### config.mk
export PLATFORM = sky130hd
export DESIGN_NAME = trip_unit_setpoint_registers
export DESIGN_NICKNAME = d
export VERILOG_FILES = /design/src/feature_words.v /design/src/trip_unit_setpoint_registers.v /design/src/zone_select.v
export VERILOG_INCLUDE_DIRS = /design/src
export SDC_FILE = /design/constraint.sdc
export NUM_CORES = 1
export LEC_CHECK = 0
export BUFFER_PORTS_ARGS = -buffer_cell sky130_fd_sc_hd__buf_2
export CELL_PAD_IN_SITES_DETAIL_PLACEMENT = 0
export CELL_PAD_IN_SITES_GLOBAL_PLACEMENT = 1
export CORE_ASPECT_RATIO = 1.75
export CORE_MARGIN = 2
export CORE_UTILIZATION = 33
export CTS_CLUSTER_SIZE = 24
export DETAILED_ROUTE_END_ITERATION = 16
export PLACE_DENSITY = 0.85
export SLEW_MARGIN = 20
export SYNTH_ARGS = -nofsm -noshare
export SYNTH_HDL_FRONTEND = slang
export SYNTH_SLANG_ARGS = --single-unit
### constraint.sdc
create_clock -name clock -period 1.9 [get_ports clock]
set_clock_uncertainty 0.15 [all_clocks]
set_input_delay 0.38 -clock clock [delete_from_list [all_inputs] [get_ports clock]]
set_output_delay 0.38 -clock clock [all_outputs]
set_load 0.02 [all_outputs]
### src/setpoint_defs.vh
// Constants for the trip unit setting and identification register bank.
// Assumes a holding-register port that presents 16-bit word addresses.
// Notes on behaviour
// - Access key write-only, resets zero, reads zero
// - Protection group word holds 0x01ff
// - Rated current read-only in bits 12..0
// - Frame size code read-only in bits 2..0
// - Feature word one bits 0..3 protections
// - Bits 4,5,7 maintenance, override, motor; 6 unused
// - Bit 8 four-pole, 9 thermal, 12 voltage, 13 variant
// - Feature word two bits 0..5 options
// - Thermal memory enable bit 0
// - Zone selectivity with ground fault: both releases
// - Without ground fault: short delay only
// - Overload waveform 2-bit field, default 2
`ifndef SETPOINT_DEFS_VH
`define SETPOINT_DEFS_VH

// ----------------------------------------------------------------------
// Register word addresses
// ----------------------------------------------------------------------
`define ADDR_ACCESS_KEY      16'h0bb7
`define ADDR_PROT_GROUP      16'h0bb8
`define ADDR_RATED_CURRENT   16'h0bb9
`define ADDR_FRAME_SIZE      16'h0bba
`define ADDR_FEATURE_ONE     16'h0bbb
`define ADDR_FEATURE_TWO     16'h0bbc
`define ADDR_THERMAL_CTRL    16'h0bbd
`define ADDR_ZONE_CTRL       16'h0bbe
`define ADDR_WAVEFORM_CTRL   16'h0bbf

// ----------------------------------------------------------------------
// Reset values and field layout
// ----------------------------------------------------------------------
`define RST_ACCESS_KEY       16'h0000
`define RST_PROT_GROUP       16'h01ff
`define RST_THERMAL_CTRL     16'h0001
`define RST_ZONE_CTRL        16'h0000
`define RST_THERMAL_EN       1'b1
`define RST_ZONE_EN          1'b0
`define RST_WAVEFORM         2'h2
`define RATED_CURRENT_MASK   16'h1fff
`define FRAME_SIZE_MASK      16'h0007
`define WAVEFORM_MASK        16'h0003

// Answer codes of the holding-register port
`define RESP_OK              2'h0
`define RESP_ILLEGAL_ADDR    2'h1
`define RESP_ILLEGAL_ACCESS  2'h2

`endif

### src/feature_words.v
// Assembles the two read-only feature words from presence straps.
// Assumes straps are static levels after reset.
module feature_words
(
  input  wire        has_overload_prot,
  input  wire        has_short_delay_prot,
  input  wire        has_instant_prot,
  input  wire        has_ground_fault_prot,
  input  wire        has_maintenance_mode,
  input  wire        has_instant_override,
  input  wire        has_motor_prot,
  input  wire        four_pole_flag,
  input  wire        has_thermal_memory,
  input  wire        has_voltage_meter,
  input  wire        model_variant,
  input  wire        has_serial_bus_port,
  input  wire        has_aux_serial_module,
  input  wire        has_io_module,
  input  wire        has_relay_module,
  input  wire        has_zone_selectivity,
  input  wire        has_display,
  output wire [15:0] feature_one,
  output wire [15:0] feature_two
);

  // Unused bits read as zero, bit 6 included
  assign feature_one = {2'h0, model_variant, has_voltage_meter, 2'h0,
                        has_thermal_memory, four_pole_flag,
                        has_motor_prot, 1'b0, has_instant_override,
                        has_maintenance_mode,
                        has_ground_fault_prot, has_instant_prot,
                        has_short_delay_prot, has_overload_prot};
  assign feature_two = {10'h000, has_display, has_zone_selectivity,
                        has_relay_module, has_io_module,
                        has_aux_serial_module, has_serial_bus_port};

endmodule // feature_words

### src/trip_unit_setpoint_registers.v
// Holding-register bank of trip unit settings and identification.
// Assumes the serial framing layer issues one-cycle read or write strobes
// with a word address, and takes the answer one cycle later.
`include "setpoint_defs.vh"

module trip_unit_setpoint_registers
#(
  parameter RATED_CURRENT_A = 16'h00fa,  // Plain default, strapped per build
  parameter FRAME_CODE      = 3'h1       // Arbitrary value, not a real code
)
(
  input  wire        clock,
  input  wire        rst_b,
  input  wire        reg_rd,
  input  wire        reg_wr,
  input  wire [15:0] reg_addr,
  input  wire [15:0] reg_wdata,
  input  wire        has_overload_prot,
  input  wire        has_short_delay_prot,
  input  wire        has_instant_prot,
  input  wire        has_ground_fault_prot,
  input  wire        has_maintenance_mode,
  input  wire        has_instant_override,
  input  wire        has_motor_prot,
  input  wire        four_pole_flag,
  input  wire        has_thermal_memory,
  input  wire        has_voltage_meter,
  input  wire        model_variant,
  input  wire        has_serial_bus_port,
  input  wire        has_aux_serial_module,
  input  wire        has_io_module,
  input  wire        has_relay_module,
  input  wire        has_zone_selectivity,
  input  wire        has_display,
  output reg  [15:0] reg_rdata,
  output reg         reg_ack,
  output reg  [1:0]  reg_resp,
  output reg  [15:0] access_key_value,
  output reg         thermal_memory_on,
  output reg         zsi_short_delay_on,
  output reg         zsi_ground_fault_on,
  output reg  [1:0]  overload_waveform
);

  // ----------------------------------------------------------------------
  // Reset release
  // ----------------------------------------------------------------------
  reg        rst_meta_reg;
  reg        rst_sync_reg;

  // Asynchronous assert, synchronous release through two stages
  always @(posedge clock or negedge rst_b)
  begin
    if (!rst_b)
    begin
      rst_meta_reg <= 1'b0;
      rst_sync_reg <= 1'b0;
    end
    else
    begin
      rst_meta_reg <= 1'b1;
      rst_sync_reg <= rst_meta_reg;
    end
  end

  wire       rst_sync_b = rst_sync_reg;

  // ----------------------------------------------------------------------
  // Stored registers
  // ----------------------------------------------------------------------
  reg [15:0] access_key_reg;
  reg [15:0] prot_group_reg;
  reg        thermal_reg;
  reg        zone_reg;
  reg [1:0]  waveform_reg;

  wire [15:0] feature_one;
  wire [15:0] feature_two;
  wire        zsi_sd;
  wire        zsi_gf;

  feature_words u_feature_words
  (
    .has_overload_prot     (has_overload_prot),
    .has_short_delay_prot  (has_short_delay_prot),
    .has_instant_prot      (has_instant_prot),
    .has_ground_fault_prot (has_ground_fault_prot),
    .has_maintenance_mode  (has_maintenance_mode),
    .has_instant_override  (has_instant_override),
    .has_motor_prot        (has_motor_prot),
    .four_pole_flag        (four_pole_flag),
    .has_thermal_memory    (has_thermal_memory),
    .has_voltage_meter     (has_voltage_meter),
    .model_variant         (model_variant),
    .has_serial_bus_port   (has_serial_bus_port),
    .has_aux_serial_module (has_aux_serial_module),
    .has_io_module         (has_io_module),
    .has_relay_module      (has_relay_module),
    .has_zone_selectivity  (has_zone_selectivity),
    .has_display           (has_display),
    .feature_one           (feature_one),
    .feature_two           (feature_two)
  );

  zone_select u_zone_select
  (
    .zone_selectivity_enable (zone_reg),
    .has_ground_fault_prot   (has_ground_fault_prot),
    .zsi_short_delay         (zsi_sd),
    .zsi_ground_fault        (zsi_gf)
  );

  // ----------------------------------------------------------------------
  // Address decode
  // ----------------------------------------------------------------------
  reg        hit;
  reg        read_only;
  reg [15:0] rd_value;

  // Read mux and access class; key reads back as zero
  always @*
  begin
    hit       = 1'b1;
    read_only = 1'b0;
    rd_value  = 16'h0000;
    if (reg_addr == `ADDR_ACCESS_KEY)
      rd_value = 16'h0000;
    else if (reg_addr == `ADDR_PROT_GROUP)
      rd_value = prot_group_reg;
    else if (reg_addr == `ADDR_RATED_CURRENT)
    begin
      rd_value  = RATED_CURRENT_A & `RATED_CURRENT_MASK;
      read_only = 1'b1;
    end
    else if (reg_addr == `ADDR_FRAME_SIZE)
    begin
      rd_value  = {13'h0000, FRAME_CODE} & `FRAME_SIZE_MASK;
      read_only = 1'b1;
    end
    else if (reg_addr == `ADDR_FEATURE_ONE)
    begin
      rd_value  = feature_one;
      read_only = 1'b1;
    end
    else if (reg_addr == `ADDR_FEATURE_TWO)
    begin
      rd_value  = feature_two;
      read_only = 1'b1;
    end
    else if (reg_addr == `ADDR_THERMAL_CTRL)
      rd_value = {15'h0000, thermal_reg};
    else if (reg_addr == `ADDR_ZONE_CTRL)
      rd_value = {15'h0000, zone_reg};
    else if (reg_addr == `ADDR_WAVEFORM_CTRL)
      rd_value = {14'h0000, waveform_reg};
    else
      hit = 1'b0;
  end

  wire wr_ok = reg_wr & hit & ~read_only;

  // ----------------------------------------------------------------------
  // Write selects
  // ----------------------------------------------------------------------
  // One select per writable word; refused and unmapped writes reach none
  wire       wr_key     = wr_ok & (reg_addr == `ADDR_ACCESS_KEY);
  wire       wr_group   = wr_ok & (reg_addr == `ADDR_PROT_GROUP);
  wire       wr_thermal = wr_ok & (reg_addr == `ADDR_THERMAL_CTRL);
  wire       wr_zone    = wr_ok & (reg_addr == `ADDR_ZONE_CTRL);
  wire       wr_wave    = wr_ok & (reg_addr == `ADDR_WAVEFORM_CTRL);

  // ----------------------------------------------------------------------
  // Register writes
  // ----------------------------------------------------------------------
  // Key is kept for the framing layer and never read back
  always @(posedge clock or negedge rst_sync_b)
  begin
    if (!rst_sync_b)
      access_key_reg <= `RST_ACCESS_KEY;
    else if (wr_key)
      access_key_reg <= reg_wdata;
  end

  // Group word is writable but pinned, so a write only reloads it
  always @(posedge clock or negedge rst_sync_b)
  begin
    if (!rst_sync_b)
      prot_group_reg <= `RST_PROT_GROUP;
    else if (wr_group)
      prot_group_reg <= `RST_PROT_GROUP;
  end

  // Starts enabled, since clearing it is meant for repeated testing only
  always @(posedge clock or negedge rst_sync_b)
  begin
    if (!rst_sync_b)
      thermal_reg <= `RST_THERMAL_EN;
    else if (wr_thermal)
      thermal_reg <= reg_wdata[0];
  end

  // Zone selectivity starts switched off
  always @(posedge clock or negedge rst_sync_b)
  begin
    if (!rst_sync_b)
      zone_reg <= `RST_ZONE_EN;
    else if (wr_zone)
      zone_reg <= reg_wdata[0];
  end

  // Any 2-bit code is kept; only the default code has a meaning
  always @(posedge clock or negedge rst_sync_b)
  begin
    if (!rst_sync_b)
      waveform_reg <= `RST_WAVEFORM;
    else if (wr_wave)
      waveform_reg <= reg_wdata[1:0];
  end

  // ----------------------------------------------------------------------
  // Answer next values
  // ----------------------------------------------------------------------
  reg        ack_next;
  reg [15:0] rdata_next;
  reg [1:0]  resp_next;

  // Unmapped wins over refused; write answers carry no data
  always @*
  begin
    ack_next   = reg_rd | reg_wr;
    rdata_next = 16'h0000;
    resp_next  = `RESP_OK;
    if (reg_rd & hit)
      rdata_next = rd_value;
    if (!hit)
      resp_next = `RESP_ILLEGAL_ADDR;
    else if (reg_wr & read_only)
      resp_next = `RESP_ILLEGAL_ACCESS;
  end

  // ----------------------------------------------------------------------
  // Answers
  // ----------------------------------------------------------------------
  // Acknowledge stands one cycle per strobe
  always @(posedge clock or negedge rst_sync_b)
  begin
    if (!rst_sync_b)
    begin
      reg_ack <= 1'b0;
    end
    else
    begin
      reg_ack <= ack_next;
    end
  end

  // Read data; zero on writes so a stale word never leaks out
  always @(posedge clock or negedge rst_sync_b)
  begin
    if (!rst_sync_b)
    begin
      reg_rdata <= 16'h0000;
    end
    else
    begin
      reg_rdata <= rdata_next;
    end
  end

  // Answer code, valid while the acknowledge stands
  always @(posedge clock or negedge rst_sync_b)
  begin
    if (!rst_sync_b)
    begin
      reg_resp <= `RESP_OK;
    end
    else
    begin
      reg_resp <= resp_next;
    end
  end

  // ----------------------------------------------------------------------
  // Control outputs
  // ----------------------------------------------------------------------
  // Lag the stored words by one cycle, traded for flop-only pins
  always @(posedge clock or negedge rst_sync_b)
  begin
    if (!rst_sync_b)
    begin
      access_key_value <= `RST_ACCESS_KEY;
    end
    else
    begin
      access_key_value <= access_key_reg;
    end
  end

  // Thermal memory enable for the overload release
  always @(posedge clock or negedge rst_sync_b)
  begin
    if (!rst_sync_b)
    begin
      thermal_memory_on <= `RST_THERMAL_EN;
    end
    else
    begin
      thermal_memory_on <= thermal_reg;
    end
  end

  // Short delay release always joins zone selectivity
  always @(posedge clock or negedge rst_sync_b)
  begin
    if (!rst_sync_b)
    begin
      zsi_short_delay_on <= 1'b0;
    end
    else
    begin
      zsi_short_delay_on <= zsi_sd;
    end
  end

  // Ground fault joins only when that protection is fitted
  always @(posedge clock or negedge rst_sync_b)
  begin
    if (!rst_sync_b)
    begin
      zsi_ground_fault_on <= 1'b0;
    end
    else
    begin
      zsi_ground_fault_on <= zsi_gf;
    end
  end

  // Overload release waveform code
  always @(posedge clock or negedge rst_sync_b)
  begin
    if (!rst_sync_b)
    begin
      overload_waveform <= `RST_WAVEFORM;
    end
    else
    begin
      overload_waveform <= waveform_reg;
    end
  end

endmodule // trip_unit_setpoint_registers

### src/zone_select.v
// Decides which releases take part in zone selectivity.
// Assumes enable and ground-fault presence are registered levels.
module zone_select
(
  input  wire zone_selectivity_enable,
  input  wire has_ground_fault_prot,
  output wire zsi_short_delay,
  output wire zsi_ground_fault
);

  // Short delay always joins; ground fault only when fitted
  assign zsi_short_delay  = zone_selectivity_enable;
  assign zsi_ground_fault = zone_selectivity_enable & has_ground_fault_prot;

endmodule // zone_select
## Word level (Yosys, flattened, before mapping)

Index checks and enable logic that the tools add are counted.

| word-level totals | value |
|---|---|
| latch bits | 0 |
| memory bits (read-only) | 0 |
| memory bits (writable) | 0 |
| register bits | 62 |
| memories | 0 |
| output and inout port bits | 40 |
| logic and storage cells | 61 |

| operators by class | value |
|---|---|
| reduce and logical (&&, ||, !) cells | 0 |
| multipliers | 0 |
| magnitude comparators | 0 |
| $add $sub $neg | 0 |
| shift operators | 0 |
| div/mod/pow operators | 0 |
| mux-type cells | 27 |
| bitwise operators | 11 |
| equal/unequal tests | 9 |

Operators with widths:

| cell | number |
|---|---|
| $eq 16x12->1 const B | 9 |
| $mux 16 | 3 |
| $mux 14 | 3 |
| $mux 1 | 15 |
| $mux 2 | 5 |
| $and 1x1->1 | 9 |
| $mux 6 | 1 |
| $not 1->1 | 1 |
| $or 1x1->1 | 1 |

## Depth between registers and ports, before layout

Gate-level depths: netlist of the first run.

| logic depth | value |
|---|---|
| word-level depth | 13 |
| gate-level depth with buffers | 6 |
| gate-level depth less buffers | 4 |

## Cells and area by module

From an unflattened synthesis of the first run, not the netlist that was laid out.

| second synthesis, totals | value |
|---|---|
| cells, all modules | 202 |
| area total of the unflattened synthesis | 2587.5 µm² |

By module, submodules not included:

| module | seq. area each (µm²) | area each (µm²) | cells each | instances |
|---|---|---|---|---|
| trip_unit_setpoint_registers | 1556.5 | 2329.7 | 167 | 1 |
| feature_words | 0.0 | 244.0 | 33 | 1 |
| zone_select | 0.0 | 13.8 | 2 | 1 |

## Worst setup path before layout of the first run

OpenSTA, ideal clock, no wires.

| timing | value |
|---|---|
| path kind | input-to-reg |
| from | input port reg_addr[12] |
| to | register access_key_reg[10] |
| setup time | 0.125 ns |
| stages on the path | 6 |
| slack | -0.245 ns |
| data arrival time | 1.870 ns |
| path through | nor4b_4 nand3_2 or4_4 buf_6 buf_12 mux2_4 |

| between the ends | value |
|---|---|
| word-level cells in the longest chain between the ends | 13 |
| elaborated cells between the ends (all ways) | 28 |
| classes of those cells | 9 x eq/ne; 15 x mux; 4 x bitwise |

RTL lines:

| element | line | source |
|---|---|---|
| from (decl) | trip_unit_setpoint_registers.v:16 | `input wire [15:0] reg_addr,` |
| $eq 16x12->1 (no source line) | - |  |
| $mux 1 | trip_unit_setpoint_registers.v:154 | `` else if (reg_addr == `ADDR_WAVEFORM_CTRL) `` |
| $mux 1 | trip_unit_setpoint_registers.v:152 | `` else if (reg_addr == `ADDR_ZONE_CTRL) `` |
| $mux 1 | trip_unit_setpoint_registers.v:150 | `` else if (reg_addr == `ADDR_THERMAL_CTRL) `` |
| $mux 1 | trip_unit_setpoint_registers.v:145 | `` else if (reg_addr == `ADDR_FEATURE_TWO) `` |
| $mux 1 | trip_unit_setpoint_registers.v:140 | `` else if (reg_addr == `ADDR_FEATURE_ONE) `` |
| $mux 1 | trip_unit_setpoint_registers.v:135 | `` else if (reg_addr == `ADDR_FRAME_SIZE) `` |
| $mux 1 | trip_unit_setpoint_registers.v:130 | `` else if (reg_addr == `ADDR_RATED_CURRENT) `` |
| $mux 1 | trip_unit_setpoint_registers.v:128 | `` else if (reg_addr == `ADDR_PROT_GROUP) `` |
| $mux 1 | trip_unit_setpoint_registers.v:126 | `` if (reg_addr == `ADDR_ACCESS_KEY) `` |
| $and 1x1->1 (2 in series) | trip_unit_setpoint_registers.v:160 | `wire wr_ok = reg_wr & hit & ~read_only;` |
| $and 1x1->1 * | trip_unit_setpoint_registers.v:166 | `` wire wr_key = wr_ok & (reg_addr == `ADDR_ACCESS_KEY); `` |
| to (signal assigned) | trip_unit_setpoint_registers.v:179 | `` access_key_reg <= `RST_ACCESS_KEY; `` |
| to (signal assigned) | trip_unit_setpoint_registers.v:181 | `access_key_reg <= reg_wdata;` |
| to (decl) | trip_unit_setpoint_registers.v:71 | `reg [15:0] access_key_reg;` |

Mark *: on every way between the ends. The rest lies on a longest branch, timed or not.
A chain may end at the register's enable or synchronous reset.

## Worst setup path in the final report of the first run

| timing | value |
|---|---|
| from | input port reg_addr[14] |
| to | register access_key_reg[11] |

The elaborated chain is that of the path after synthesis.

==> flow_summary.toml, run 1 <==
[place]
gp_congestion = 0.792
hpwlAfterDp_um = 3580
placed_area_um2 = 2770
dp.cells = 326
pre_cts_slack_ns = -0.338
port-buffer-count = 88

[final_layout]
fin_cells = 344
fin_area_um2 = 3120
drive_gt1_frac = 0.573
diodes = 0
final_nets = 310
area_delta_synth_final_pct = 42.6

[global_routing]
gr-usage-met2 = 0.222
antenna_found_initial = 0
grt_pass1_vias = 1521
grt_pass1_wl_um = 7270
gr-usage-met1 = 0.150
grt_use_total = 0.138
gr-total-overflow = 0
grt_max_degree = 36
met3_usage = 0.0606
grt.busiest_layer = "met2"

[worst_setup_path]
rrSetupSlack_ns = 0.57
crit_type = "input port to flop"
crit_slowest_cell = "or4_4"
cp-endpoint = "access_key_reg[11]"
crit_chain = "buf_6, nor4b_4, nand3_2, or4_4, mux2_4"
crit_required_ns = 1.95
startpoint = "reg_addr[14]"
reg2reg_depth = 3
worstPathMaxFanout = 8
critPathMaxStageDelay_ns = 0.66
r2r-end = "reg_rdata[0]"
startpoint_type = "input port"
endpoint_kind = "flop"
timing.rr.start = "zone_reg"
arrival_ns = 1.96

[timing]
setup_slack_ns = -0.0133
min_period_over_period = 1.01
tightest_slew_ns = 0.522
whs_ns = 0.0948
rsz0062_at_grt = "true"
final.setup.tns_ns = -0.0478
maxSlewViolCount = 0
setup_viol = 8
maxSlewHeadroom = 0.652
hold_viol_final = 0
max_freq_mhz = 523
period_minus_slack_ns = 1.91

[route]
wl_um = 4740
drtPass1Iterations = 4
first_iter_violations = 68
ant_nets = 0
wl_per_cell_um = 13.8
vias = 1542
avgViaCountPerCell = 4.48
drc = 0

[floorplanning]
die_w_um = 65.6
start_util = 0.337
die-height_um = 112
coreArea_um2 = 6490
io_pins = 93
die-area_um2 = 7330
fp-row-count = 39

[synthesis]
async_flop_share = 1.00
synth_seq_cells = 58
synth_top_area_frac = 0.617
synth_edf_count = 0
syn_inst = 150
synth_area_leader_cell = "dfrtp_1"
ys_seq_area_frac = 0.665
syn_area_per_cell_um2 = 14.6
ys_warn_count = 0
synth_area_leaders = "dfrtp_1 62%, mux2_4 6.9%, mux2_2 5.1%"
synth_ff_type = "dfrtp_1"
synthesis.area_um2 = 2190
synth.distinct_cells = 36

[worst_hold_path]
min_path_type = "flop to async pin"

[flow_run]
cap_violations = 0

[cts]
htree_levels = 3
numCtsBuffers = 9
cts.sinks = 58
cts_tree = "done"
clk_latency_ns = 0.32
cts_buffer_depth = 2
cts.reportedPaths.clkPinSlew_ns = 0.05
cts-root-buf = "clkbuf_16"

[run_status]
status = "finished with violations"
violations = "negative setup slack"

[power]
p_per_area_nw_per_um2 = 990
ir_drop_v = 0.000599
power.leakage_nw = 1.72
critical path, delay by kind of cell:
| kind | cells | cell delay [ns] |
|---|---|---|
| buffers and inverters | 1 | 0.10 |
| AND/OR/NAND/NOR | 3 | 1.14 |
| multiplexers | 1 | 0.34 |
layout by cell type, fill, tap and decap left out, types with 2 or more instances in the layout:
| cell type | n |
|---|---|
| nor2_1 | 9 |
| nor4_1 | 2 |
| nand2b_1 | 5 |
| bufinv_16 | 2 |
| buf_4 | 11 |
| inv_1 | 4 |
| mux2_2 | 9 |
| mux2_4 | 11 |
| buf_6 | 2 |
| dfrtp_1 | 53 |
| and2_1 | 2 |
| dfstp_2 | 4 |
| a21oi_1 | 11 |
| buf_2 | 86 |
| clkbuf_16 | 9 |
| clkinv_2 | 2 |
| or4_4 | 2 |
| and3_1 | 3 |
| conb_1 | 5 |
| nand2_1 | 7 |
area by class of cell:
cell class                      instances  area (um2)
Clock inverter                          5        77.6
Fill cell                             597        3370
Sequential cell                        58        1460
Inverter                                4        15.0
Tap cell                               82         103
Timing Repair Buffer                  101         566
Clock buffer                           11         243
Multi-Input combinational cell         83         662
power breakdown:
| group | internal, W | total [W] | switching [W] |
|---|---|---|---|
| combinational | 0.0000738 | 0.000152 | 0.0000779 |
| sequential | 0.00124 | 0.00125 | 0.0000101 |
| clock | 0.00118 | 0.00169 | 0.000513 |
worst min-delay path by stage:
stage / startpoint / end / depth (start not counted) / slack [ns]
after global routing: reg_rd / reg_ack / 2 / 0.12
after floorplan: rst_b / rst_meta_reg / 0 / -0.07
after global placement: rst_b / rst_meta_reg / 1 / 0.01
final: rst_sync_b / access_key_value[2] / 0 / 0.09
after CTS: rst_sync_b / access_key_reg[4] / 0 / 0.10
after detailed placement: rst_b / rst_meta_reg / 1 / 0.02
routing by layer:
layer	up-vias	wire length [um]
li1	725	-
met2	82	2480
met5	-	0
met3	9	380
met4	0	97
met1	726	1780
logic make-up (layout without fill, tap and decap cells):
group           Yosys count  in the layout  synth area share
compound gates           15             15            0.0389
xor+xnor                  1              1           0.00400
buf+inv                  13            121            0.0446
flops                    58             58             0.665
mux                      21             21             0.130
other cells               2              5           0.00343
simple gates             40             41             0.114
per-stage QoR:
step,total power [W],utilization
3_3_place_gp,0.00142,0.426
5_1_grt,0.00320,0.481
2_1_floorplan,0.00134,-
4_1_cts,0.00313,0.477
6_report,0.00309,0.481
3_5_place_dp,0.00142,0.426
what timing repair did:
| action | in CTS | in global routing |
|---|---|---|
| setup buffers | 0 | 0 |
| endpoints found under the hold margin | 2 | 0 |
| hold buffers | 1 | 0 |
| endpoints found under the setup margin | 0 | 16 |
| resized for setup | 0 | 4 |
cells in the mapped netlist, types with 3 or more instances:
master	count
a21oi_1	11
and3_1	3
buf_4	4
dfrtp_1	54
dfstp_2	4
inv_1	4
mux2_2	10
mux2_4	10
nand2_1	7
nand2b_1	5
nor2_1	9
Note: power is estimated with default switching activity, not from simulation.
==> inputs of run 2 (changes only) <==
--- a/config.mk
+++ b/config.mk
@@ -8,3 +8,3 @@
 export LEC_CHECK = 0
-export BUFFER_PORTS_ARGS = -buffer_cell sky130_fd_sc_hd__buf_2
+export BUFFER_PORTS_ARGS = -buffer_cell sky130_fd_sc_hd__buf_4
 export CELL_PAD_IN_SITES_DETAIL_PLACEMENT = 0
--- a/constraint.sdc
+++ b/constraint.sdc
@@ -4,2 +4,2 @@
 set_output_delay 0.38 -clock clock [all_outputs]
-set_load 0.02 [all_outputs]
+set_load 0.005 [all_outputs]
==> run 2 against run 1 <==
The flow still finishes with violations (negative setup slack). Critical path depth unchanged. Clock power down 12%. Non-clock buffer count unchanged. Core utilization up 2.7 points. Setup slack better by 0.011 ns. Total power down 6.1%. Combinational power up 14%. Final area up 5.6%. First-iteration DRC count up 47%. Sequential share of layout area down 2.5 points. Critical endpoint is now access_key_reg[10]. Largest power group unchanged.
==> flow_summary.toml, run 2 (synthesis gave the netlist of run 1 again) <==
[run_status]
status = "finished with violations"
violations = "negative setup slack"

[place]
hpwlAfterDp_um = 3600
placed_area_um2 = 2990
dp.cells = 326
gp_congestion = 0.784
port-buffer-count = 88
pre_cts_slack_ns = -0.340

[final_layout]
area_delta_synth_final_pct = 50.6
drive_gt1_frac = 0.569
mostFrequentLayoutCells = "97 x buf_4, 53 x dfrtp_1, 11 x a21oi_1, 10 x mux2_4, 10 x mux2_2"
fin_cells = 344
final_nets = 310
final_common_cell = "buf_4"
multi_input_area_um2 = 658
diodes = 0
fillers = 606
fin_area_um2 = 3300
register_area_um2 = 1460

[power]
finalPower_w = 0.00290
switchingPower_w = 0.000577
comb_power_share = 0.060
netSwitchingFraction = 0.199
p_per_area_nw_per_um2 = 880
power.leakage_nw = 1.74
pwr-share-seq = 0.431
p_int_w = 0.00233
ir_drop_v = 0.000431
clkPwrFrac = 0.509

[timing]
hold_viol_final = 0
maxSlewHeadroom = 0.663
rsz0062_at_grt = "true"
min_period_over_period = 1.00
setup_slack_ns = -0.00242
tightest_slew_ns = 0.506
setup_viol = 1
period_minus_slack_ns = 1.90
maxSlewViolCount = 0
max_freq_mhz = 526

[floorplanning]
die_w_um = 65.6
coreArea_um2 = 6490
io_pins = 93
die-height_um = 112
fp-row-count = 39
start_util = 0.337
die-area_um2 = 7330

[worst_setup_path]
reg2reg_depth = 3
worstPathMaxFanout = 8
crit_type = "input port to flop"
startpoint_type = "input port"
r2r-end = "reg_rdata[0]"
rrSetupSlack_ns = 0.55
startpoint = "reg_addr[14]"
arrival_ns = 1.95
timing.rr.start = "zone_reg"
cp-endpoint = "access_key_reg[10]"
crit_required_ns = 1.95
endpoint_kind = "flop"

[global_routing]
grt_pass1_vias = 1622
gr-usage-met1 = 0.163
grt_pass1_wl_um = 7690
gr-total-overflow = 0
met3_usage = 0.0556
grt_use_total = 0.144
antenna_found_initial = 0
grt.busiest_layer = "met2"
gr-usage-met2 = 0.232
grt_max_degree = 37

[route]
wl_per_cell_um = 14.3
ant_nets = 0
vias = 1537
wl_um = 4920
drc = 0
drtPass1Iterations = 4
avgViaCountPerCell = 4.47
first_iter_violations = 100

[cts]
clk_latency_ns = 0.32
cts.sinks = 58
cts-root-buf = "clkbuf_16"
numCtsBuffers = 9
cts_tree = "done"
htree_levels = 3
cts_buffer_depth = 2
cts.reportedPaths.clkPinSlew_ns = 0.05

[flow_run]
cap_violations = 0

[worst_hold_path]
min_path_type = "flop to async pin"
run 2: cell types whose count changed in the layout (fill, tap and decap cells not counted), sizes merged:
cell      delta
clkbuf       +3
clkinvlp     -1
bufinv       -2
run 2: power by group through the flow:
stage          clock network [W]  registers [W]  logic [W]
2_1_floorplan                  0        0.00128  0.0000508
4_1_cts                  0.00152        0.00125   0.000172
3_3_place_gp                   0        0.00127   0.000168
5_1_grt                  0.00158        0.00125   0.000191
6_report                 0.00148        0.00125   0.000173
3_5_place_dp                   0        0.00127   0.000170
run 2: routing by layer:
| layer | vias up | share of wire |
|---|---|---|
| met5 | - | 0 |
| li1 | 719 | - |
| met1 | 743 | 0.38 |
| met2 | 67 | 0.53 |
| met4 | 0 | 0.021 |
| met3 | 8 | 0.069 |
run 2: cell type report:
cell class,instances,area share
repair buffers,101,0.237
inverters,4,0.00455
flip-flops and latches,58,0.442
well taps,82,0.0311
clock inverters,2,0.00303
clock buffers,14,0.0831
multi-input cells,83,0.200
run 2: how the worst min path moves through the flow:
stage / start / end / cells after the start
floorplan: rst_b / rst_meta_reg / 0
global placement: rst_b / rst_meta_reg / 1
detailed placement: rst_b / rst_meta_reg / 1
CTS: reg_rd / reg_ack / 2
global route: reg_rd / reg_ack / 2
finish: rst_sync_b / zone_reg / 0
run 2: what timing repair did:
action                                  4_1_cts  5_1_grt
hold buffers                                  1        0
endpoints found under the setup margin        0       16
setup buffers                                 0        0
endpoints found under the hold margin         2        0
gates resized for setup                       0        3
run 2: stage by stage:
step | util | setup TNS, ns | hold slack, ns
floorplan | - | -2.87 | -0.0656
global placement | 0.460 | -4.84 | 0.0121
detailed placement | 0.460 | -5.67 | 0.0163
CTS | 0.505 | 0 | 0.0926
global route | 0.508 | -0.736 | 0.114
finish | 0.508 | -0.00242 | 0.0861
run 2: critical path, cell delays in order:
cell and delay (ns):
buf_6 0.10, nor4b_4 0.32, nand3_2 0.15, or4_4 0.66, mux2_4 0.34
==> inputs of run 3 (changes only) <==
- ABC_AREA: not set -> 1
- CORE_UTILIZATION: 33 -> 32
==> run 3 against run 2 <==
The flow now finishes without violations. Total power increased by 6.2%. Die area increased by 13%. Final cell count increased by 32%. First-iteration DRC count decreased by 6.0%. Non-clock buffer count increased by 8. Global-route usage decreased by 0.88 points.
==> flow_summary.toml, run 3 <==
[worst_setup_path]
crit_type = "input port to flop"
reg2reg_depth = 6
crit_buf_inv = 2
crit_top_cell = "nand2_1"
r2r-end = "reg_rdata[1]"
rrSetupSlack_ns = 0.61
crit_family = "simple AND/OR/NAND/NOR gates"
crit_chain = "buf_4, nor2_1, nand2_1, nor2_2, buf_4, nand2_1, nand2_1, nor2_2, nand3_2, nand3_2, nor2_1"
critPathMaxStageDelay_ns = 0.25
arrival_ns = 1.78
crit_required_ns = 1.98
startpoint_type = "input port"
crit_slowest_cell = "nor2_2"
worstPathMaxFanout = 12
endpoint_kind = "flop"
timing.rr.start = "waveform_reg[1]"

[final_layout]
area_delta_synth_final_pct = 49.8
final_common_cell = "buf_4"
register_area_um2 = 1460
fillers = 726
drive_gt1_frac = 0.380
final_nets = 414
fin_cells = 454
diodes = 0
multi_input_area_um2 = 716
mostFrequentLayoutCells = "106 x buf_4, 53 x dfrtp_1, 45 x nand2_1, 45 x inv_1, 30 x nor2_1"

[place]
gp_congestion = 0.824
dp.cells = 437
pre_cts_slack_ns = -0.146
hpwlAfterDp_um = 4040
port-buffer-count = 88

[cts]
clk_latency_ns = 0.32
htree_levels = 3
cts_tree = "done"
cts_buffer_depth = 2
numCtsBuffers = 9
cts-root-buf = "clkbuf_16"
cts_setup_buffers = 0
cts.sinks = 58
cts.reportedPaths.clkPinSlew_ns = 0.05

[run_status]
status = "finished clean"

[timing]
max_freq_mhz = 588
setup_viol = 0
setup_slack_ns = 0.200
maxSlewViolCount = 0
whs_ns = 0.0281
hold_viol_final = 0
rsz0062_at_grt = "false"
min_period_over_period = 0.895
period_minus_slack_ns = 1.70

[floorplanning]
io_pins = 93
die-area_um2 = 8300
fp-row-count = 42
die_w_um = 69.7
die-height_um = 119
start_util = 0.324
coreArea_um2 = 7460

[global_routing]
gr-total-overflow = 0
grt_use_total = 0.136
grt_pass1_wl_um = 8720
grt_max_degree = 42
antenna_found_initial = 0
grt_pass1_vias = 2004

[synthesis]
synthTopCellsByCount = "54 x dfrtp_1, 45 x inv_1, 45 x nand2_1, 30 x nor2_1, 16 x mux2i_1"
synth.distinct_cells = 26
synth_area_leader_cell = "dfrtp_1"
ys_seq_area_frac = 0.602
async_flop_share = 1.00
syn_area_per_cell_um2 = 9.79
synth_edf_count = 0
syn_inst = 247
synth_ff_type = "dfrtp_1"
synthesis.area_um2 = 2420
yosys.cell_count.top_type = "dfrtp_1"
synth_area_leaders = "dfrtp_1 56%, inv_1 7.0%, nand2_1 7.0%"
ys_warn_count = 0
synth_seq_cells = 58
synth_top_area_frac = 0.559

[route]
avgViaCountPerCell = 4.19
wl_per_cell_um = 11.3
wl_um = 5110
ant_nets = 0
drtPass1Iterations = 4
first_iter_violations = 94
drc = 0
vias = 1904

[worst_hold_path]
min_path_type = "flop to async pin"

[flow_run]
cap_violations = 0

[power]
p_per_area_nw_per_um2 = 851
ir_drop_v = 0.000401
power.leakage_nw = 2.18
==> run 3: cell count changes after synthesis, sizes merged, moves of 3 or more <==
cell | previous run | this run
buf | 6 | 9
and2 | 3 | 0
a21oi | 11 | 4
clkbuf | 3 | 0
inv | 4 | 45
mux2 | 20 | 0
and3 | 3 | 0
nor2 | 9 | 33
nand2 | 7 | 46
mux2i | 0 | 16
nand2b | 5 | 0
nand3 | 2 | 17
a31oi | 0 | 3
==> run 3: worst max path at each step <==
stage / startpoint / endpoint / cells past startpoint
after floorplan: rst_sync_b / access_key_reg[0] / 0
after global placement: reg_addr[15] / reg_rdata[7] / 11
after detailed placement: reg_addr[15] / reg_rdata[1] / 11
after CTS: reg_addr[15] / reg_rdata[1] / 11
after global routing: reg_addr[15] / reg_rdata[0] / 13
final: reg_addr[15] / reg_rdata[12] / 11
==> run 3: cell families (layout without fill, tap and decap cells) <==
group / Yosys count / in the layout / synth area share
and+or+nand+nor: 105 / 105 / 0.196
DFF: 58 / 58 / 0.602
buffers and inverters: 55 / 171 / 0.107
muxes: 16 / 16 / 0.0662
other: 2 / 5 / 0.00311
AOI/OAI and AO/OA: 11 / 11 / 0.0259
==> run 3: power by group <==
part | internal [W] | switching (W)
Sequential | 0.00124 | 0.00000715
Clock | 0.00118 | 0.000509
Combinational | 0.0000878 | 0.0000611
Total | 0.00251 | 0.000577
==> run 3: repair_timing <==
action                    in CTS  in global routing
hold endpoints to repair       2                  0
gates resized for setup        0                  0
hold buffers                   1                  0
==> run 3: final cells by class <==
cell class	count	share of cell area
sequential	58	0.402
clock inverter	5	0.0214
clock buffer	11	0.0670
inverter	46	0.0477
timing repair buffer	109	0.234
multi-input combinational	137	0.198
tap	88	0.0304
==> run 3: metrics by stage <==
step,power [W],setup TNS (ns),util,instance area (um2)
global placement,0.00142,-1.33,0.441,3290
finish,0.00308,0,0.485,3620
CTS,0.00313,0,0.485,3620
detailed placement,0.00142,-2.72,0.441,3290
global route,0.00320,0,0.485,3620
floorplan,0.00131,0,-,2430
==> run 3: routing by layer <==
layer | track usage | vias up | wire [um]
li1 | - | 969 | -
met1 | 0.140 | 859 | 1830
met2 | 0.242 | 66 | 2890
met3 | 0.0355 | 10 | 256
met4 | 0.0805 | 0 | 131
met5 | 0 | - | 0
